==> src/rtl/spims_pkg.sv <==
// Constants, register map and field layout of the serial port in SPI mode.
// Assumes an Avalon-MM word-addressed register bus and one module clock that also
// serves as the bit-rate source clock.
//
// Contract
// - SPI runs only with synchronous mode set
// - Master drives master-out; slave reads it
// - Master samples master-in; slave drives it
// - Clock pin output as master, input as slave
// - Pin mode sets transfer-enable polarity and meaning
// - Three-pin operation ignores the transfer-enable pin
// - Power-up clear sets the software reset bit
// - Reset bit clears enables, errors; sets transmit flag
// - Clearing reset bit releases normal operation
// - Characters are seven or eight bits
// - Seven-bit receive data right-aligned, top bit zero
// - Bit order selectable, least-significant first by default
// - Master transmit buffer write starts a transfer
// - Capture on edge opposite to data change
// - Full character goes to receive buffer, flag set
// - Transmit flag set when buffer moves to shifter
// - Clock polarity and phase separately selectable
// - Flag register: bit1 transmit, bit0 receive
// - Transmit buffer write clears the transmit flag
// - Receive buffer read clears the receive flag
// - Master bit clock is source over 16-bit divisor; divisors below two run as two
// - Four-pin master inactive: release, error, abort; error and abort only while a character shifts
package spims_pkg;

  // ---------------------------------------------------------------------------
  // Register word addresses.
  // ---------------------------------------------------------------------------
  localparam logic [3:0] SPIMS_ADDR_CTRL = 4'h0;
  localparam logic [3:0] SPIMS_ADDR_RESET = 4'h1;
  localparam logic [3:0] SPIMS_ADDR_DIV_LO = 4'h2;
  localparam logic [3:0] SPIMS_ADDR_DIV_HI = 4'h3;
  localparam logic [3:0] SPIMS_ADDR_STATUS = 4'h4;
  localparam logic [3:0] SPIMS_ADDR_RXBUF = 4'h5;
  localparam logic [3:0] SPIMS_ADDR_TXBUF = 4'h6;
  localparam logic [3:0] SPIMS_ADDR_IRQ_EN = 4'h7;
  localparam logic [3:0] SPIMS_ADDR_IRQ_FLAGS = 4'h8;

  // ---------------------------------------------------------------------------
  // Field positions.
  // ---------------------------------------------------------------------------
  localparam int SPIMS_CTRL_SYNC = 0;
  localparam int SPIMS_CTRL_MODE_LO = 1;
  localparam int SPIMS_CTRL_MODE_HI = 2;
  localparam int SPIMS_CTRL_MASTER = 3;
  localparam int SPIMS_CTRL_SEVEN = 4;
  localparam int SPIMS_CTRL_MSB = 5;
  localparam int SPIMS_CTRL_PHASE = 6;
  localparam int SPIMS_CTRL_POL = 7;
  localparam int SPIMS_RESET_BIT = 0;
  localparam int SPIMS_STAT_BUSY = 0;
  localparam int SPIMS_STAT_OVERRUN = 5;
  localparam int SPIMS_STAT_CONFLICT = 6;
  localparam int SPIMS_FLAG_RX = 0;
  localparam int SPIMS_FLAG_TX = 1;

  // ---------------------------------------------------------------------------
  // Encodings, reset values and counts.
  // ---------------------------------------------------------------------------
  localparam logic [1:0] SPIMS_PINS_3 = 2'h0;
  localparam logic [1:0] SPIMS_PINS_4_HIGH = 2'h1;
  localparam logic [1:0] SPIMS_PINS_4_LOW = 2'h2;
  localparam logic [7:0] SPIMS_CTRL_RESET = 8'h00;
  localparam logic [15:0] SPIMS_DIV_RESET = 16'h0000;
  localparam logic [15:0] SPIMS_DIV_MIN = 16'h0002;
  localparam logic [3:0] SPIMS_LEN_7 = 4'h7;
  localparam logic [3:0] SPIMS_LEN_8 = 4'h8;

  typedef enum logic [1:0] {
    SPIMS_IDLE = 2'b01,
    SPIMS_SHIFT = 2'b10
  } spims_state_e;

endpackage : spims_pkg

==> src/rtl/spims_port.sv <==
// Serial port in SPI mode: register slave, master bit clock generator, shift engine.
// Assumes pin inputs synchronous to clk and an external resolver for the
// three-signal pins (input, output, output enable).
`timescale 1ns/1ps

module spims_port
  import spims_pkg::*;
(
  input wire logic clk,
  input wire logic rst_b,
  input wire logic [3:0] avs_address,
  input wire logic avs_read,
  input wire logic avs_write,
  input wire logic [31:0] avs_writedata,
  input wire logic [3:0] avs_byteenable,
  output logic [31:0] avs_readdata,
  output logic avs_waitrequest,
  input wire logic master_out_line_i,
  output logic master_out_line_o,
  output logic master_out_line_oe,
  input wire logic master_in_line_i,
  output logic master_in_line_o,
  output logic master_in_line_oe,
  input wire logic serial_clock_pin_i,
  output logic serial_clock_pin_o,
  output logic serial_clock_pin_oe,
  input wire logic transfer_enable_pin,
  output logic transmit_irq,
  output logic receive_irq
);

  // ---------------------------------------------------------------------------
  // Helper functions.
  // ---------------------------------------------------------------------------

  // Bit presented on the data line for the current shifter contents.
  function automatic logic out_bit(input logic [7:0] sh, input logic msb, input logic seven);
    logic b;
    b = msb ? (seven ? sh[6] : sh[7]) : sh[0];
    return b;
  endfunction : out_bit

  // Advance the transmit shifter by one position.
  function automatic logic [7:0] shift_out(input logic [7:0] sh, input logic msb);
    logic [7:0] r;
    r = msb ? {sh[6:0], 1'b0} : {1'b0, sh[7:1]};
    return r;
  endfunction : shift_out

  // Bring a received character into buffer alignment.
  function automatic logic [7:0] rx_align(input logic [7:0] sh, input logic msb,
                                          input logic seven);
    logic [7:0] r;
    if (!seven) begin
      r = sh;
    end else if (msb) begin
      r = {1'b0, sh[6:0]};
    end else begin
      r = {1'b0, sh[7:1]};
    end
    return r;
  endfunction : rx_align

  // ---------------------------------------------------------------------------
  // State.
  // ---------------------------------------------------------------------------
  typedef struct packed {
    logic [7:0] ctrl;
    logic swrst;
    logic [15:0] div;
    logic rx_ie;
    logic tx_ie;
    logic tx_flag;
    logic rx_flag;
    logic overrun;
    logic conflict;
    logic [7:0] txbuf;
    logic tx_full;
    logic [7:0] tx_sh;
    logic [7:0] rx_sh;
    logic [7:0] rxbuf;
    logic [3:0] bits;
    logic [15:0] div_cnt;
    logic sclk;
    logic mosi;
    logic miso;
    logic sclk_prev;
    spims_state_e state;
    logic ack;
    logic [31:0] rdata;
  } spims_regs_s;

  spims_regs_s q;
  spims_regs_s d;
  logic rst_meta_q;
  logic rst_sync_q;

  // Reset release through two flip-flops; assertion stays asynchronous.
  always_ff @(posedge clk or negedge rst_b) begin
    if (!rst_b) begin
      rst_meta_q <= 1'b0;
      rst_sync_q <= 1'b0;
    end else begin
      rst_meta_q <= 1'b1;
      rst_sync_q <= rst_meta_q;
    end
  end

  // ---------------------------------------------------------------------------
  // Decoded configuration.
  // ---------------------------------------------------------------------------
  logic enabled;
  logic is_master;
  logic seven;
  logic msb;
  logic phase;
  logic pol;
  logic [1:0] pins;
  logic slave_active;
  logic master_active;
  logic [15:0] div_eff;
  logic [15:0] half_cnt;
  logic [3:0] char_len;

  always_comb begin
    enabled = q.ctrl[SPIMS_CTRL_SYNC] & ~q.swrst;
    is_master = q.ctrl[SPIMS_CTRL_MASTER];
    seven = q.ctrl[SPIMS_CTRL_SEVEN];
    msb = q.ctrl[SPIMS_CTRL_MSB];
    phase = q.ctrl[SPIMS_CTRL_PHASE];
    pol = q.ctrl[SPIMS_CTRL_POL];
    pins = q.ctrl[SPIMS_CTRL_MODE_HI:SPIMS_CTRL_MODE_LO];
    char_len = seven ? SPIMS_LEN_7 : SPIMS_LEN_8;
    // Pin level meaning per pin mode; three-pin mode never looks at the pin.
    unique case (pins)
      SPIMS_PINS_4_HIGH: slave_active = transfer_enable_pin;
      SPIMS_PINS_4_LOW: slave_active = ~transfer_enable_pin;
      default: slave_active = 1'b1;
    endcase
    master_active = (pins == SPIMS_PINS_3) ? 1'b1 : ~slave_active;
    // Divisors below two cannot make two clock edges per bit, so they run at two.
    div_eff = (q.div < SPIMS_DIV_MIN) ? SPIMS_DIV_MIN : q.div;
    half_cnt = div_eff >> 1;
  end

  // ---------------------------------------------------------------------------
  // Next-state logic.
  // ---------------------------------------------------------------------------
  logic req;
  logic take;
  logic lead_ev;
  logic trail_ev;
  logic capture_ev;
  logic change_ev;
  logic din;
  logic [3:0] bits_next;
  logic [7:0] wbyte;

  always_comb begin
    d = q;
    req = avs_read | avs_write;
    take = req & q.ack;
    wbyte = avs_byteenable[0] ? avs_writedata[7:0] : 8'h00;
    lead_ev = 1'b0;
    trail_ev = 1'b0;
    bits_next = q.bits;
    din = is_master ? master_in_line_i : master_out_line_i;

    // Bus slave: one wait cycle, read data registered at the first edge.
    d.ack = req & ~q.ack;
    if (req && !q.ack) begin
      d.rdata = 32'h0000_0000;
      unique case (avs_address)
        SPIMS_ADDR_CTRL: d.rdata[7:0] = q.ctrl;
        SPIMS_ADDR_RESET: d.rdata[SPIMS_RESET_BIT] = q.swrst;
        SPIMS_ADDR_DIV_LO: d.rdata[7:0] = q.div[7:0];
        SPIMS_ADDR_DIV_HI: d.rdata[7:0] = q.div[15:8];
        SPIMS_ADDR_STATUS: begin
          d.rdata[SPIMS_STAT_BUSY] = (q.state == SPIMS_SHIFT);
          d.rdata[SPIMS_STAT_OVERRUN] = q.overrun;
          d.rdata[SPIMS_STAT_CONFLICT] = q.conflict;
        end
        SPIMS_ADDR_RXBUF: d.rdata[7:0] = q.rxbuf;
        SPIMS_ADDR_TXBUF: d.rdata[7:0] = q.txbuf;
        SPIMS_ADDR_IRQ_EN: begin
          d.rdata[SPIMS_FLAG_RX] = q.rx_ie;
          d.rdata[SPIMS_FLAG_TX] = q.tx_ie;
        end
        SPIMS_ADDR_IRQ_FLAGS: begin
          d.rdata[SPIMS_FLAG_RX] = q.rx_flag;
          d.rdata[SPIMS_FLAG_TX] = q.tx_flag;
        end
        default: d.rdata = 32'h0000_0000;
      endcase
    end

    // Software writes take effect at the acceptance edge; hardware sets follow
    // below so that a set in the same cycle wins over the clear.
    if (take && avs_write && avs_byteenable[0]) begin
      unique case (avs_address)
        SPIMS_ADDR_CTRL: d.ctrl = wbyte;
        SPIMS_ADDR_RESET: d.swrst = wbyte[SPIMS_RESET_BIT];
        SPIMS_ADDR_DIV_LO: d.div[7:0] = wbyte;
        SPIMS_ADDR_DIV_HI: d.div[15:8] = wbyte;
        SPIMS_ADDR_STATUS: begin
          d.overrun = wbyte[SPIMS_STAT_OVERRUN];
          d.conflict = wbyte[SPIMS_STAT_CONFLICT];
        end
        SPIMS_ADDR_TXBUF: begin
          d.txbuf = wbyte;
          d.tx_full = 1'b1;
          d.tx_flag = 1'b0;
        end
        SPIMS_ADDR_IRQ_EN: begin
          d.rx_ie = wbyte[SPIMS_FLAG_RX];
          d.tx_ie = wbyte[SPIMS_FLAG_TX];
        end
        SPIMS_ADDR_IRQ_FLAGS: begin
          d.rx_flag = wbyte[SPIMS_FLAG_RX];
          d.tx_flag = wbyte[SPIMS_FLAG_TX];
        end
        default: d.ctrl = q.ctrl;
      endcase
    end
    if (take && avs_read && avs_address == SPIMS_ADDR_RXBUF) begin
      d.rx_flag = 1'b0;
    end

    // Clock edge events: generated in master role, seen on the pin as slave.
    d.sclk_prev = serial_clock_pin_i;
    if (is_master) begin
      if (q.state == SPIMS_SHIFT) begin
        d.div_cnt = q.div_cnt + 16'h0001;
        lead_ev = (q.div_cnt == half_cnt - 16'h0001);
        trail_ev = (q.div_cnt == div_eff - 16'h0001);
        if (trail_ev) begin
          d.div_cnt = 16'h0000;
        end
      end
    end else begin
      lead_ev = (serial_clock_pin_i != q.sclk_prev) && (q.sclk_prev == pol);
      trail_ev = (serial_clock_pin_i != q.sclk_prev) && (q.sclk_prev != pol);
    end
    capture_ev = phase ? lead_ev : trail_ev;
    change_ev = phase ? trail_ev : lead_ev;

    // Shift engine.
    unique case (q.state)
      SPIMS_IDLE: begin
        d.sclk = pol;
        d.div_cnt = 16'h0000;
        d.bits = 4'h0;
        if (enabled && q.tx_full && (!is_master || master_active)) begin
          d.tx_sh = q.txbuf;
          d.tx_full = 1'b0;
          d.tx_flag = 1'b1;
          d.state = SPIMS_SHIFT;
          if (phase) begin
            d.mosi = is_master ? out_bit(q.txbuf, msb, seven) : q.mosi;
            d.miso = is_master ? q.miso : out_bit(q.txbuf, msb, seven);
          end
        end else if (enabled && !is_master && slave_active && (lead_ev || trail_ev)) begin
          // A slave clocked with nothing loaded still receives; it sends zeros.
          d.tx_sh = 8'h00;
          d.state = SPIMS_SHIFT;
        end
      end
      SPIMS_SHIFT: begin
        if (is_master && lead_ev) begin
          d.sclk = ~pol;
        end
        if (is_master && trail_ev) begin
          d.sclk = pol;
        end
        if (!is_master && !slave_active) begin
          // Halted slave ignores the clock until selected again.
          capture_ev = 1'b0;
          change_ev = 1'b0;
          trail_ev = 1'b0;
        end
        if (change_ev && phase && q.bits != char_len) begin
          d.tx_sh = shift_out(q.tx_sh, msb);
          if (is_master) begin
            d.mosi = out_bit(d.tx_sh, msb, seven);
          end else begin
            d.miso = out_bit(d.tx_sh, msb, seven);
          end
        end else if (change_ev && !phase) begin
          if (is_master) begin
            d.mosi = out_bit(q.tx_sh, msb, seven);
          end else begin
            d.miso = out_bit(q.tx_sh, msb, seven);
          end
          d.tx_sh = shift_out(q.tx_sh, msb);
        end
        if (capture_ev) begin
          d.rx_sh = msb ? {q.rx_sh[6:0], din} : {din, q.rx_sh[7:1]};
          bits_next = q.bits + 4'h1;
          d.bits = bits_next;
        end
        if (trail_ev && bits_next == char_len) begin
          d.rxbuf = rx_align(d.rx_sh, msb, seven);
          d.overrun = q.overrun | q.rx_flag;
          d.rx_flag = 1'b1;
          d.bits = 4'h0;
          d.div_cnt = 16'h0000;
          d.state = SPIMS_IDLE;
        end
      end
      default: d.state = SPIMS_IDLE;
    endcase

    // Four-pin master pushed inactive: abort the character and flag a conflict.
    if (enabled && is_master && !master_active && q.state == SPIMS_SHIFT) begin
      d.conflict = 1'b1;
      d.state = SPIMS_IDLE;
      d.bits = 4'h0;
      d.div_cnt = 16'h0000;
      d.sclk = pol;
    end

    // Software reset, also the state after power-up clear.
    if (!q.ctrl[SPIMS_CTRL_SYNC] || q.swrst) begin
      d.state = SPIMS_IDLE;
      d.bits = 4'h0;
      d.div_cnt = 16'h0000;
      d.tx_full = 1'b0;
      d.sclk = pol;
    end
    if (q.swrst) begin
      d.rx_ie = 1'b0;
      d.tx_ie = 1'b0;
      d.rx_flag = 1'b0;
      d.overrun = 1'b0;
      d.conflict = 1'b0;
      d.tx_flag = 1'b1;
    end
  end

  // ---------------------------------------------------------------------------
  // State register.
  // ---------------------------------------------------------------------------
  always_ff @(posedge clk or negedge rst_sync_q) begin
    if (!rst_sync_q) begin
      q.ctrl <= SPIMS_CTRL_RESET;
      q.swrst <= 1'b1;
      q.div <= SPIMS_DIV_RESET;
      q.rx_ie <= 1'b0;
      q.tx_ie <= 1'b0;
      q.tx_flag <= 1'b1;
      q.rx_flag <= 1'b0;
      q.overrun <= 1'b0;
      q.conflict <= 1'b0;
      q.txbuf <= 8'h00;
      q.tx_full <= 1'b0;
      q.tx_sh <= 8'h00;
      q.rx_sh <= 8'h00;
      q.rxbuf <= 8'h00;
      q.bits <= 4'h0;
      q.div_cnt <= 16'h0000;
      q.sclk <= 1'b0;
      q.mosi <= 1'b0;
      q.miso <= 1'b0;
      q.sclk_prev <= 1'b0;
      q.state <= SPIMS_IDLE;
      q.ack <= 1'b0;
      q.rdata <= 32'h0000_0000;
    end else begin
      q <= d;
    end
  end

  // ---------------------------------------------------------------------------
  // Outputs.
  // ---------------------------------------------------------------------------

  // Pins are released whenever the role, pin mode or reset says so.
  always_comb begin
    avs_readdata = q.rdata;
    avs_waitrequest = (avs_read | avs_write) & ~q.ack;
    master_out_line_o = q.mosi;
    master_out_line_oe = enabled & is_master & master_active;
    serial_clock_pin_o = q.sclk;
    serial_clock_pin_oe = enabled & is_master & master_active;
    master_in_line_o = q.miso;
    master_in_line_oe = enabled & ~is_master & slave_active;
    transmit_irq = q.tx_flag & q.tx_ie;
    receive_irq = q.rx_flag & q.rx_ie;
  end

endmodule : spims_port

==> config.mk <==
export PLATFORM = sky130hd
export DESIGN_NAME = spims_port
export DESIGN_NICKNAME = d
export VERILOG_FILES = /design/src/rtl/spims_pkg.sv /design/src/rtl/spims_port.sv
export SDC_FILE = /design/constraint.sdc
export NUM_CORES = 1
export LEC_CHECK = 0
export BUFFER_PORTS_ARGS = -buffer_cell sky130_fd_sc_hd__buf_2
export CORE_UTILIZATION = 45
export CTS_CLUSTER_DIAMETER = 80
export DETAILED_ROUTE_END_ITERATION = 8
export SYNTH_ARGS = -nofsm -noshare
export SYNTH_HDL_FRONTEND = slang
export SYNTH_SLANG_ARGS = --single-unit
export TNS_END_PERCENT = 5
==> constraint.sdc <==
create_clock -name clk -period 6.7 [get_ports clk]
set_input_delay 0.67 -clock clk [delete_from_list [all_inputs] [get_ports clk]]
set_output_delay 0.67 -clock clk [all_outputs]
set_load 0.01 [all_outputs]
==> Word-level counts from Yosys, hierarchy flattened <==
Cells that the tools add are included.
{ "op_classes": {"n_addsub": 4, "n_lt_le_gt_ge": 1, "n_eq_ne": 32, "mux": 82, "bitwise": 17, "n_reduce_logical": 52} }
{ "op_table": {"columns": ["cell", "count"], "rows": [
  ["8-bit two-way mux", 9],
  ["16-bit two-way mux", 4],
  ["23-bit case mux with 2 select lines", 1],
  ["21-bit two-way mux", 2],
  ["1-bit two-way mux", 36],
  ["16-bit == test", 2],
  ["2-bit two-way mux", 13],
  ["1-bit logical AND", 22],
  ["20-bit two-way mux", 1],
  ["2-bit AND reduction", 10],
  ["3-bit inequality test (second input constant)", 6],
  ["16-bit by 1-bit adder with 16-bit output (second input constant)", 1],
  ["4-bit by 3-bit == test with 1-bit output (second input constant)", 4],
  ["16-bit by 2-bit < comparator with 1-bit output (second input constant)", 1],
  ["8-bit case mux with 2 select lines", 1],
  ["15-bit by 1-bit subtractor with 16-bit output (second input constant)", 1],
  ["16-bit by 1-bit subtractor with 16-bit output (second input constant)", 1],
  ["15-bit two-way mux", 1],
  ["3-bit case mux with 5 select lines", 1],
  ["7-bit AND reduction", 2],
  ["4-bit two-way mux", 3],
  ["2-bit case mux with 6 select lines", 1],
  ["1-bit bitwise AND", 9],
  ["9-bit two-way mux", 1],
  ["31 further kinds", 55]
]} }
{ "word_totals": {"register_bits": 101, "input_bits": 48, "out_inout_bits": 41, "word_cells": 214} }

==> Depth between registers and ports, before layout <==
Gate-level depths: netlist of the first run.
{ "depth": {"depth_word": 17, "ltp_mapped": 18} }

==> Least setup slack after synthesis of the first run <==
No wires, ideal clock.
{ "synth_timing": {"path_kind": "register to register", "start": "register q[105] in the netlist's numbering", "end": "register q[33] in the netlist's numbering", "setup_time_ns": 0.082, "arrival_ns": 4.368, "required_ns": 6.618, "slack_ns": 2.250, "stages_incl_launch_ff": 18, "period_less_slack_ns": 4.450, "path_cell_list": "dfrtp_1 > buf_6 > or4_1 > or2_1 > clkbuf_1 > o21ai_4 > ha_1 > nor3b_1 > and3_1 > a31oi_1 > nor4_1 > o2111ai_1 > nor2_2 > o21a_1 > nand2_1 > o31ai_2 > o22ai_2 > mux2_4"} }
{ "synth_between": {"elab_chain_len": 15, "word_cells_on_any_way": 24, "classes_between": "add/sub: 2; order compare: 1; eq/ne: 5; mux: 12; reduce/logical: 4"} }
{ "synth_rtl": {"columns": ["item", "line_no", "text"], "rows": [
  ["from (decl)", "spims_port.sv:93", "spims_regs_s q;"],
  ["16-bit by 2-bit < comparator with 1-bit output", "spims_port.sv:142", "div_eff = (q.div < SPIMS_DIV_MIN) ? SPIMS_DIV_MIN : q.div;"],
  ["16-bit two-way mux (*)", "spims_port.sv:142", null],
  ["16-bit by 1-bit subtractor with 16-bit output / 15-bit by 1-bit subtractor with 16-bit output (equally long branches)", "spims_port.sv:235, spims_port.sv:234", null],
  ["16-bit == test (on tied branches)", "spims_port.sv:235, spims_port.sv:234", null],
  ["1-bit two-way mux", "spims_port.sv:232", "if (q.state == SPIMS_SHIFT) begin"],
  ["1-bit two-way mux", "spims_port.sv:231", "if (is_master) begin"],
  ["1-bit two-way mux", "spims_port.sv:244", "capture_ev = phase ? lead_ev : trail_ev;"],
  ["1-bit two-way mux", "spims_port.sv:275", "if (!is_master && !slave_active) begin"],
  ["1-bit two-way mux", "spims_port.sv:248", "unique case (q.state)"],
  ["4-bit two-way mux", null, null],
  ["4-bit two-way mux", "spims_port.sv:248", null],
  ["4-bit == test", "spims_port.sv:301", "if (trail_ev && bits_next == char_len) begin"],
  ["1-bit logical AND", "spims_port.sv:301", null],
  ["4-bit by 2-bit inequality test with 1-bit output (no line)", null, null],
  ["2-bit AND reduction (no line) (*)", null, null]
]} }
Mark *: on every way between the ends. The rest lies on a longest branch, timed or not. The select of a mux whose other input is x is not followed.
A chain may end at the register's enable or synchronous reset.

==> results.yml, run 1 <==
route:
  remaining_drc_errors: 0
  first_iter_violations: 432
  wl_mm: 18.33
  vias: 5858
  ant_nets: 0
  via_per_inst: 5.923
  routedWlPerCell_um: 18.53
  dr.pass1.iters: 5
synth:
  synth.avg_cell_area_um2: 8.562
  synth_area_um2: 6995
  ys.flop_type: "dfrtp_1"
  seq_area_frac_synth: 0.3618
  synth-edff-count: 0
  synthCells: 817
  synthDistinctLibCells: 83
  ys_warn_count: 0
  synth_seq_cells: 101
  ys_async_sr_fraction: 1.000
sta:
  setup_viol: 0
  timing.setup.tns_ps: 0
  max_freq_ghz: 0.1778
  tightest_slew_ps: 886.6
  finalMaxSlewViolations: 0
  fin_skew_ps: 10.66
  min_period_over_period: 0.8393
  fin_crit_ps: 5623
  rsz0062_at_grt: "no"
  hold_violations: 0
  slew_headroom: 0.4035
  fin_ws_ps: 1077
layout:
  area_growth_syn_to_layout_pct: 5.258
  top_register: "q"
  largest_reg_flops: 82
  antenna_cells: 0
  layout-drive-gt1-share: 0.1461
  nets: 853
  post-route-util: 0.4844
floorplan:
  die_w_um: 126.7
  die_area_um2: 16050
  fp.coreArea_um2: 15200
  initial_core_util: 0.4602
  rows: 45
  ios: 89
  die_y_um: 126.7
clock_tree:
  htreeDepth: 3
  clkSlewWorstSetupHoldPaths_ps: 80
  tritoncts: "done"
  cts.sinks: 101
  clockBufferDepth: 2
  root_buffer: "clkbuf_16"
  post_cts_resized: 0
  cts_made_buffers: 9
  hold_buffers: 0
  clock_latency_ps: 360
  postCtsSetupBuffers: 0
global_route:
  grt-ovfl-total: 0
  grt_max_degree: 65
  grtUsageTotal: 0.2397
  grt_first_pass_wirelength_mm: 30.09
  antenna_found_initial: 0
  grt_pass1_vias: 5539
place:
  io_buffers: 37
  pre_cts_ws_ps: 1135
  hpwl_mm: 13.30
  place.gp.congestion: 0.8780
setup_path:
  worstPathArrival_ps: 5830
  cp.required_ps: 6900
  crit_fanout: 17
  worstSetupPathType: "flip-flop to flip-flop"
  cp-start-kind: "flip-flop"
  endpoint_kind: "flip-flop"
outcome:
  status: "finished, final reports clean"
power:
  peakVddDrop_v: 0.0001203
  p_leak_uw: 0.003141
  p_per_area_nw_per_um2: 235.6
flow_run:
  drv_cap: 0
min_path:
  hold_path_class: "primary input to asynchronous set/reset pin"
through the flow:
step	power (uW)	instances	hold WS (ps)	cell area (um2)
global placement	1127	973	294.1	7024
CTS	1743	989	64.87	7363
detailed placement	1137	973	306.6	7024
global route	1818	989	67.50	7363
finish	1735	989	79.27	7363
floorplan	1051	840	331.2	7082
cell type report:
type                            instances  area [um2]
Clock buffer                            9       225.2
Clock inverter                          7       113.9
Fill cell                            1471        7839
Inverter                               17       63.81
Multi-Input combinational cell        626        3975
Sequential cell                       101        2535
Tap cell                              188       235.2
Timing Repair Buffer                   41       215.2
cell usage in the layout (no fill, tap or decap), drive strengths merged, types with 6 or more instances in the layout:
master	n
buf	41
a31o	7
inv	20
or4	7
o21ai	69
a211oi	6
clkbuf	9
nand2	110
nor4	14
dfrtp	98
xor2	19
nor2b	7
mux2i	32
nand2b	10
conb	25
nand3b	8
nand3	19
nor3	24
and3	8
xnor2	29
mux2	25
a21oi	31
a31oi	10
ha	9
nand4	10
nor2	68
metal layers:
| metal | wire length [um] | track usage | vias to the layer above |
|---|---|---|---|
| met5 | 0 | 0 | - |
| met2 | 8746 | 0.3884 | 171 |
| met1 | 8253 | 0.3279 | 2870 |
| met3 | 901 | 0.04007 | 27 |
| met4 | 424 | 0.07563 | 0 |
| li1 | - | - | 2790 |
path summary, 6_finish.rpt:
kind | from | to | slack [ps] | cells after the start
worst max-delay path | q[112] | q[51] | 1080 | 16
worst min-delay path | rst_b | rst_sync_q | 80 | 1
worst max register to register | q[112] | q[51] | 1080 | 16
min in group clk | rst_meta_q | rst_sync_q | 360 | 0
max in group asynchronous | rst_sync_q | q[52] | 5200 | 1
worst min register to register | rst_sync_q | q[70] | 290 | 0
cells by family after synthesis:
| logic type | count (synthesis) | share of synthesized area |
|---|---|---|
| other cells | 2 | 0.001074 |
| xor+xnor | 48 | 0.06010 |
| buf+inv | 113 | 0.08227 |
| flops | 101 | 0.3618 |
| simple gates | 306 | 0.2211 |
| mux | 57 | 0.08657 |
| fa+ha+maj | 9 | 0.01610 |
| compound gates | 181 | 0.1710 |
synthesized netlist by cell type (7+ instances only):
cell type	number	area, um2
clkbuf_1	48	180.2
nor2b_1	7	43.79
buf_4	34	255.2
a31oi_1	10	62.56
xnor2_1	29	254.0
ha_1	9	112.6
mux2_2	24	270.3
a21oi_1	31	155.2
dfrtp_1	98	2452
nor3_1	22	110.1
nand2_1	110	412.9
and3_1	8	50.05
buf_2	7	35.03
o21ai_0	66	330.3
mux2i_1	32	320.3
nand4_1	10	62.56
inv_1	16	60.06
nand3_1	18	90.09
nand2b_1	10	62.56
nand3b_1	8	60.06
xor2_1	19	166.4
nor2_1	67	251.5
nor4_1	9	56.30
power breakdown:
part           internal (uW)  switching (uW)
clock                    338             266
sequential               647            62.4
combinational            177             245
worst max-delay path, cell delays in order, from the launching register on:
cell and delay, ps:
dfrtp_1 540, nor4_1 780, nand2_1 210, o21ai_4 310, ha_1 270, nor3b_1 520, and3_1 230, a31oi_1 100
nor4_1 310, o2111ai_1 280, nor2_2 170, buf_4 240, o21a_1 290, nand2_1 130, o311a_1 390, o21ai_2 580
nor3_1 120
(Power assumes the default switching activity.)
==> run 2, diff against run 1 <==
--- a/config.mk
+++ b/config.mk
@@ -5,10 +5,12 @@
 export SDC_FILE = /design/constraint.sdc
 export NUM_CORES = 1
 export LEC_CHECK = 0
+export ABC_AREA = 1
 export BUFFER_PORTS_ARGS = -buffer_cell sky130_fd_sc_hd__buf_2
 export CORE_UTILIZATION = 45
 export CTS_CLUSTER_DIAMETER = 80
 export DETAILED_ROUTE_END_ITERATION = 8
+export PLACE_DENSITY = 0.67
 export SYNTH_ARGS = -nofsm -noshare
 export SYNTH_HDL_FRONTEND = slang
 export SYNTH_SLANG_ARGS = --single-unit
==> constraint.sdc (replaced) <==
create_clock -name clk -period 4.55 [get_ports clk]
set_input_delay 0.455 -clock clk [delete_from_list [all_inputs] [get_ports clk]]
set_output_delay 0.455 -clock clk [all_outputs]
set_load 0.01 [all_outputs]
==> run 2 against run 1 <==
  * Utilization up 1.6 points
  * Die area up 1.3%
  * Final cell count up 23%
  * First-iteration DRC count up 27%
  * Routed wire length down 0.50%
  * Non-clock buffer count up 14
  * Fmax up 36%
  * Global-route usage down 0.29 points
  * Worst hold slack better by 140 ps
  * Largest power group is now combinational cells
  * Sequential share of layout area down 1.2 points
  * Sequential cell count unchanged
==> results.yml, run 2 <==
clock_tree:
  tritoncts: "done"
  cts_made_buffers: 9
  htreeDepth: 3
  clkSlewWorstSetupHoldPaths_ps: 80
  clockBufferDepth: 2
  cts.sinks: 101
  root_buffer: "clkbuf_16"
  clock_latency_ps: 360
setup_path:
  cp-start-kind: "flip-flop"
  worstPathArrival_ps: 4370
  setup.worst_path.start: "q[100]"
  reg2reg_depth: 26
  worstSetupPathType: "flip-flop to flip-flop"
  crit_fanout: 16
  cp.required_ps: 4790
  r2r_start: "q[100]"
  r2r_end: "q[40]"
  rrSetupSlack_ps: 410
  endpoint_kind: "flip-flop"
  critical_path.endpoint: "q[40]"
layout:
  nFillCells: 1531
  area_growth_syn_to_layout_pct: 7.821
  largest_reg_flops: 82
  nets: 1054
  post-route-util: 0.5008
  top_register: "q"
  layout_common_cells: "212 x nand2_1, 119 x inv_1, 96 x o21ai_0, 95 x dfrtp_1, 88 x nor2_1"
  layout-drive-gt1-share: 0.1257
  antenna_cells: 0
  layout_commonest_cell: "nand2_1"
synth:
  seq_area_frac_synth: 0.3572
  synth.top_cells.by_count: "212 x nand2_1, 119 x inv_1, 98 x dfrtp_1"
  synth_area_um2: 7087
  synth_top_area_frac: 0.3460
  ys_async_sr_fraction: 1.000
  synthCells: 977
  synth.avg_cell_area_um2: 7.254
  ys.flop_type: "dfrtp_1"
  ys_top_cells_by_area: "dfrtp_1 35%, nand2_1 11%, o21ai_0 6.8%, inv_1 6.3%, nor2_1 4.7%"
  synth-edff-count: 0
  synth.most_common_cell: "nand2_1"
  synth_top_area_cell: "dfrtp_1"
  synth_seq_cells: 101
  synthDistinctLibCells: 50
  ys_warn_count: 0
global_route:
  grt-ovfl-total: 0
  antenna_found_initial: 0
  grt_max_degree: 67
  grt_first_pass_wirelength_mm: 29.80
  grt_pass1_vias: 5810
  grtUsageTotal: 0.2369
route:
  wl_mm: 18.23
  first_iter_violations: 548
  ant_nets: 0
  dr.pass1.iters: 5
  via_per_inst: 5.163
  routedWlPerCell_um: 15.03
  remaining_drc_errors: 0
  vias: 6263
sta:
  slew_headroom: 0.3964
  rsz0062_at_grt: "no"
  max_freq_ghz: 0.2417
  tightest_slew_ps: 902.0
  finalMaxSlewViolations: 0
  hold_violations: 0
  fin_crit_ps: 4137
  timing.setup.tns_ps: 0
  setup_viol: 0
  min_period_over_period: 0.9091
  fin_ws_ps: 413.5
  fin_skew_ps: 11.38
floorplan:
  die_area_um2: 16250
  rows: 45
  fp.coreArea_um2: 15260
  ios: 89
  die_w_um: 127.5
  die_y_um: 127.5
  initial_core_util: 0.4645
power:
  power_uw: 3596
  peakVddDrop_v: 0.0002141
  p_leak_uw: 0.003742
  p_per_area_nw_per_um2: 470.6
flow_run:
  drv_cap: 0
min_path:
  hold_path_class: "primary input to flip-flop"
  holdCritStartpoint: "serial_clock_pin_i"
place:
  io_buffers: 37
  pre_cts_ws_ps: 352.8
  hpwl_mm: 13.85
  place.gp.congestion: 0.9387
outcome:
  status: "finished, final reports clean"
run 2: cell types whose count changed after synthesis, moves of 11 or more:
| cell | change |
|---|---|
| o21ai_0 | +30 |
| clkbuf_1 | -30 |
| nand2_1 | +102 |
| inv_1 | +103 |
| mux2_2 | -22 |
| nor2_2 | +16 |
| nand3_1 | +35 |
| xor2_1 | +11 |
| mux2i_1 | -29 |
| nor2_1 | +22 |
run 2: what timing repair did:
item / 4_1_cts / 5_1_grt
gates resized for setup: 0 / 3
hold endpoints to repair: 2 / 0
setup buffers: 0 / 0
setup endpoints to repair: 0 / 19
hold buffers: 1 / 0
run 2: worst min path at each step:
stage | depth (start not counted) | slack [ps] | endpoint
2_1_floorplan | 0 | 160 | rst_meta_q
6_report | 1 | 220 | q[35]
4_1_cts | 1 | 220 | q[35]
5_1_grt | 1 | 220 | q[35]
3_3_place_gp | 1 | 240 | rst_meta_q
3_5_place_dp | 1 | 240 | rst_meta_q
run 2: area by class of cell:
class                   instances  area (um2)  area share
flip-flops and latches        101        2537      0.3321
multi-input cells             708        3737      0.4891
repair buffers                 55       322.8     0.04225
clock inverters                 7       96.34     0.01261
inverters                     122       457.9     0.05993
clock buffers                   9       225.2     0.02947
well taps                     211       264.0     0.03455
run 2: critical path: stages, from the launching register on:
cell	delay [ps]
dfrtp_1	470
nor2_4	200
nand2_1	110
nor2_4	130
nand2_4	100
nand2_4	150
ha_1	210
nand2_1	140
nor2_2	230
nand2_1	90
xor2_1	150
nor2_1	200
nand2_1	90
a21oi_2	150
nand4_2	200
nand3_2	190
nand3_4	130
nand2_2	100
nand2_1	50
nand2_1	50
nand2_1	80
nor2_4	130
nand3_2	160
nand2_4	150
nand2_4	60
nand2_4	210
nor2_1	80
run 2: report_power, final:
part / leakage [uW] / internal (uW) / switching (uW) / total (uW)
logic: 0.00229 / 529 / 1020 / 1540
clock network: 0.000160 / 486 / 368 / 853
registers: 0.00130 / 1060 / 140 / 1200
total: 0.00374 / 2070 / 1520 / 3600
run 2: metal layers:
layer | wire (um) | track usage | up-vias
li1 | - | - | 3169
met1 | 8369 | 0.3193 | 2905
met2 | 8726 | 0.3918 | 169
met3 | 845 | 0.03643 | 20
met4 | 293 | 0.07143 | 0
met5 | 0 | 0 | -
run 2: per-stage QoR:
stage               hold WS (ps)  cell area [um2]  instances
finish                     222.1             7641       1213
global route               218.8             7641       1213
CTS                        217.0             7636       1213
detailed placement         244.4             7305       1196
global placement           241.0             7305       1196
floorplan                  159.4             7173       1000
run 2: logic make-up after synthesis:
| group | after synthesis | synth area share |
|---|---|---|
| AOI/OAI and AO/OA | 180 | 0.1428 |
| xor gates and xnor gates | 50 | 0.06374 |
| adders and majority gates | 9 | 0.01589 |
| buffers and inverters | 191 | 0.1280 |
| DFF | 101 | 0.3572 |
| muxes | 5 | 0.007415 |
| other | 2 | 0.001060 |
| and+or+nand+nor | 439 | 0.2839 |
==> run 3, diff against run 2 <==
==> constraint.sdc (replaced) <==
create_clock -name clk -period 3.51 [get_ports clk]
set_input_delay 0.351 -clock clk [delete_from_list [all_inputs] [get_ports clk]]
set_output_delay 0.351 -clock clk [all_outputs]
set_load 0.01 [all_outputs]
==> run 3 against run 2 <==
  * The flow now finishes with violations (negative setup slack)
  * Count of clock-buffer cells in the layout unchanged
  * Register-to-register slack got worse by 420 ps
  * Critical endpoint is now q[39]
  * Worst hold slack got worse by 110 ps
  * Final cell count rose by 4.4%
  * Utilization grew 4.1 points
  * Global-route usage grew 1.1 points
  * Non-clock buffer count grew 52
  * Fmax increased by 18%
  * First-iteration DRC count up 14%
==> results.yml, run 3 (same netlist as run 2, synthesis figures left out) <==
outcome:
  status: "complete, but fails checks"
  violations: "negative setup slack"
global_route:
  antenna_found_initial: 0
  grt_first_pass_wirelength_mm: 31.28
  grtUsageTotal: 0.2482
  grt_max_degree: 82
  grt_pass1_vias: 6172
  grt-ovfl-total: 0
sta:
  hold_slack_ps: 114.1
  rsz0062_at_grt: "yes"
  finalMaxSlewViolations: 0
  slew_headroom: 0.2880
  tightest_slew_ps: 1068
  hold_violations: 0
  timing.setup.tns_ps: -4.947
  min_period_over_period: 1.001
  fin_ws_ps: -2.401
  fin_crit_ps: 3512
  max_freq_ghz: 0.2847
  setup_viol: 4
  fin_skew_ps: 10.35
layout:
  final_cell_area_um2: 8272
  layout-drive-gt1-share: 0.1962
  nFillCells: 1479
  layout_common_cells: "202 x nand2_1, 119 x inv_1, 97 x dfrtp_1, 89 x o21ai_0, 82 x nor2_1"
  nets: 1107
  antenna_cells: 0
  multi_input_area_um2: 3983
  largest_reg_flops: 82
  area_growth_syn_to_layout_pct: 16.72
  layoutNonFillerInstCount: 1266
  seq_area_um2: 2535
  top_register: "q"
  layout_commonest_cell: "nand2_1"
setup_path:
  crit_family: "simple AND/OR/NAND/NOR gates"
  cpPeakStageDelay_ps: 390
  crit_fanout: 8
  path_buf_inv: 1
  slowest_stage: "dfrtp_1"
  endpoint_kind: "flip-flop"
  path_common_cell: "nand2_4"
  r2r_start: "q[106]"
  worstSetupPathType: "flip-flop to flip-flop"
  worstPathArrival_ps: 3760
  rrSetupSlack_ps: -2
  cp-start-kind: "flip-flop"
  cp.required_ps: 3760
  r2r_end: "q[39]"
  reg2reg_depth: 27
place:
  place_area_um2: 7597
  dpl.cell_count: 1235
  hpwl_mm: 14.26
  place.gp.congestion: 0.8849
  io_buffers: 37
clock_tree:
  htreeDepth: 3
  tritoncts: "done"
  clock_latency_ps: 370
  root_buffer: "clkbuf_16"
  clkSlewWorstSetupHoldPaths_ps: 80
  cts.sinks: 101
  clockBufferDepth: 2
  cts_made_buffers: 9
min_path:
  holdCritStartpoint: "serial_clock_pin_i"
  holdPathStages: 1
  hold_end: "q[35]"
  hold_path_class: "primary input to flip-flop"
flow_run:
  drv_cap: 0
floorplan:
  die_y_um: 127.5
  die_w_um: 127.5
  fp.coreArea_um2: 15260
  initial_core_util: 0.4645
  rows: 45
  die_area_um2: 16250
  ios: 89
route:
  remaining_drc_errors: 0
  dr.pass1.iters: 6
  vias: 6674
  wl_mm: 19.18
  first_iter_violations: 623
  ant_nets: 0
  routedWlPerCell_um: 15.15
  via_per_inst: 5.272
power:
  power_uw: 5063
  p_per_area_nw_per_um2: 612.0
  peakVddDrop_v: 0.0002982
  p_leak_uw: 0.004022
-- run 3: changes by cell type in the layout (fill, tap and decap cells not counted), sizes merged --
| cell | delta |
|---|---|
| buf | +52 |
| nand2 | +1 |
| clkinv | +2 |
| bufinv | -2 |
-- run 3: power by group --
group          switching (uW)  internal [uW]
Clock                     497            497
Combinational            1550            970
Sequential                178           1370
Total                    2220           2840
-- run 3: worst max path at each step --
stage / start / endpoint / slack (ps) / cells after the start
global placement: q[99] / q[43] / -160 / 27
global route: q[111] / q[39] / -260 / 27
finish: q[106] / q[39] / -2 / 27
floorplan: q[101] / q[48] / 20 / 29
detailed placement: q[99] / q[41] / -200 / 27
CTS: q[106] / q[41] / 10 / 26
-- run 3: metrics by stage --
stage	worst slack, ps	utilization
2_1_floorplan	24.99	-
3_3_place_gp	-156.1	0.4979
3_5_place_dp	-201.3	0.4979
4_1_cts	10.44	0.5305
5_1_grt	-264.6	0.5421
6_report	-2.401	0.5421
-- run 3: final cells by class --
| cell class | instances | share of cell area |
|---|---|---|
| Clock buffer | 9 | 0.02723 |
| Clock inverter | 7 | 0.008168 |
| Inverter | 122 | 0.05566 |
| Multi-Input combinational cell | 709 | 0.4815 |
| Sequential cell | 101 | 0.3065 |
| Tap cell | 211 | 0.03192 |
| Timing Repair Buffer | 107 | 0.08909 |
-- run 3: metal layers --
| metal | GRT usage | routed length, um | vias to the layer above |
|---|---|---|---|
| met2 | 0.4111 | 9255 | 211 |
| met1 | 0.3274 | 8451 | 3156 |
| met3 | 0.04732 | 1112 | 30 |
| li1 | - | - | 3277 |
| met5 | 0 | 0 | - |
| met4 | 0.07703 | 359 | 0 |
-- run 3: worst reg2reg max path, stage by stage, from the launching register on --
cell and delay [ps]:
dfrtp_1 390, nor2_2 140, nand2_1 130, nor2_4 120, nand2_4 90, nand2_4 90, ha_4 160, nand2_4 80
nor2_4 130, buf_4 130, xor2_2 140, nand2_1 70, nor2_1 90, nand2_1 80, a21oi_2 180, nand4_4 160
nand3_4 160, nand3_4 150, nand2_4 120, nand2_2 50, nand2_2 60, nand2_2 70, nor2_4 170, nand3_4 110
nand2_4 120, nand2_8 80, nand2_8 100, nor2_1 50
-- run 3: what timing repair did --
action / CTS / global route
hold endpoints to repair: 2 / 0
gates cloned: 1 / 0
buffers inserted: 8 / 5
endpoints found under the setup margin: 42 / 45
resized for setup: 23 / 37
hold buffers: 1 / 0
pin swaps: 10 / 22
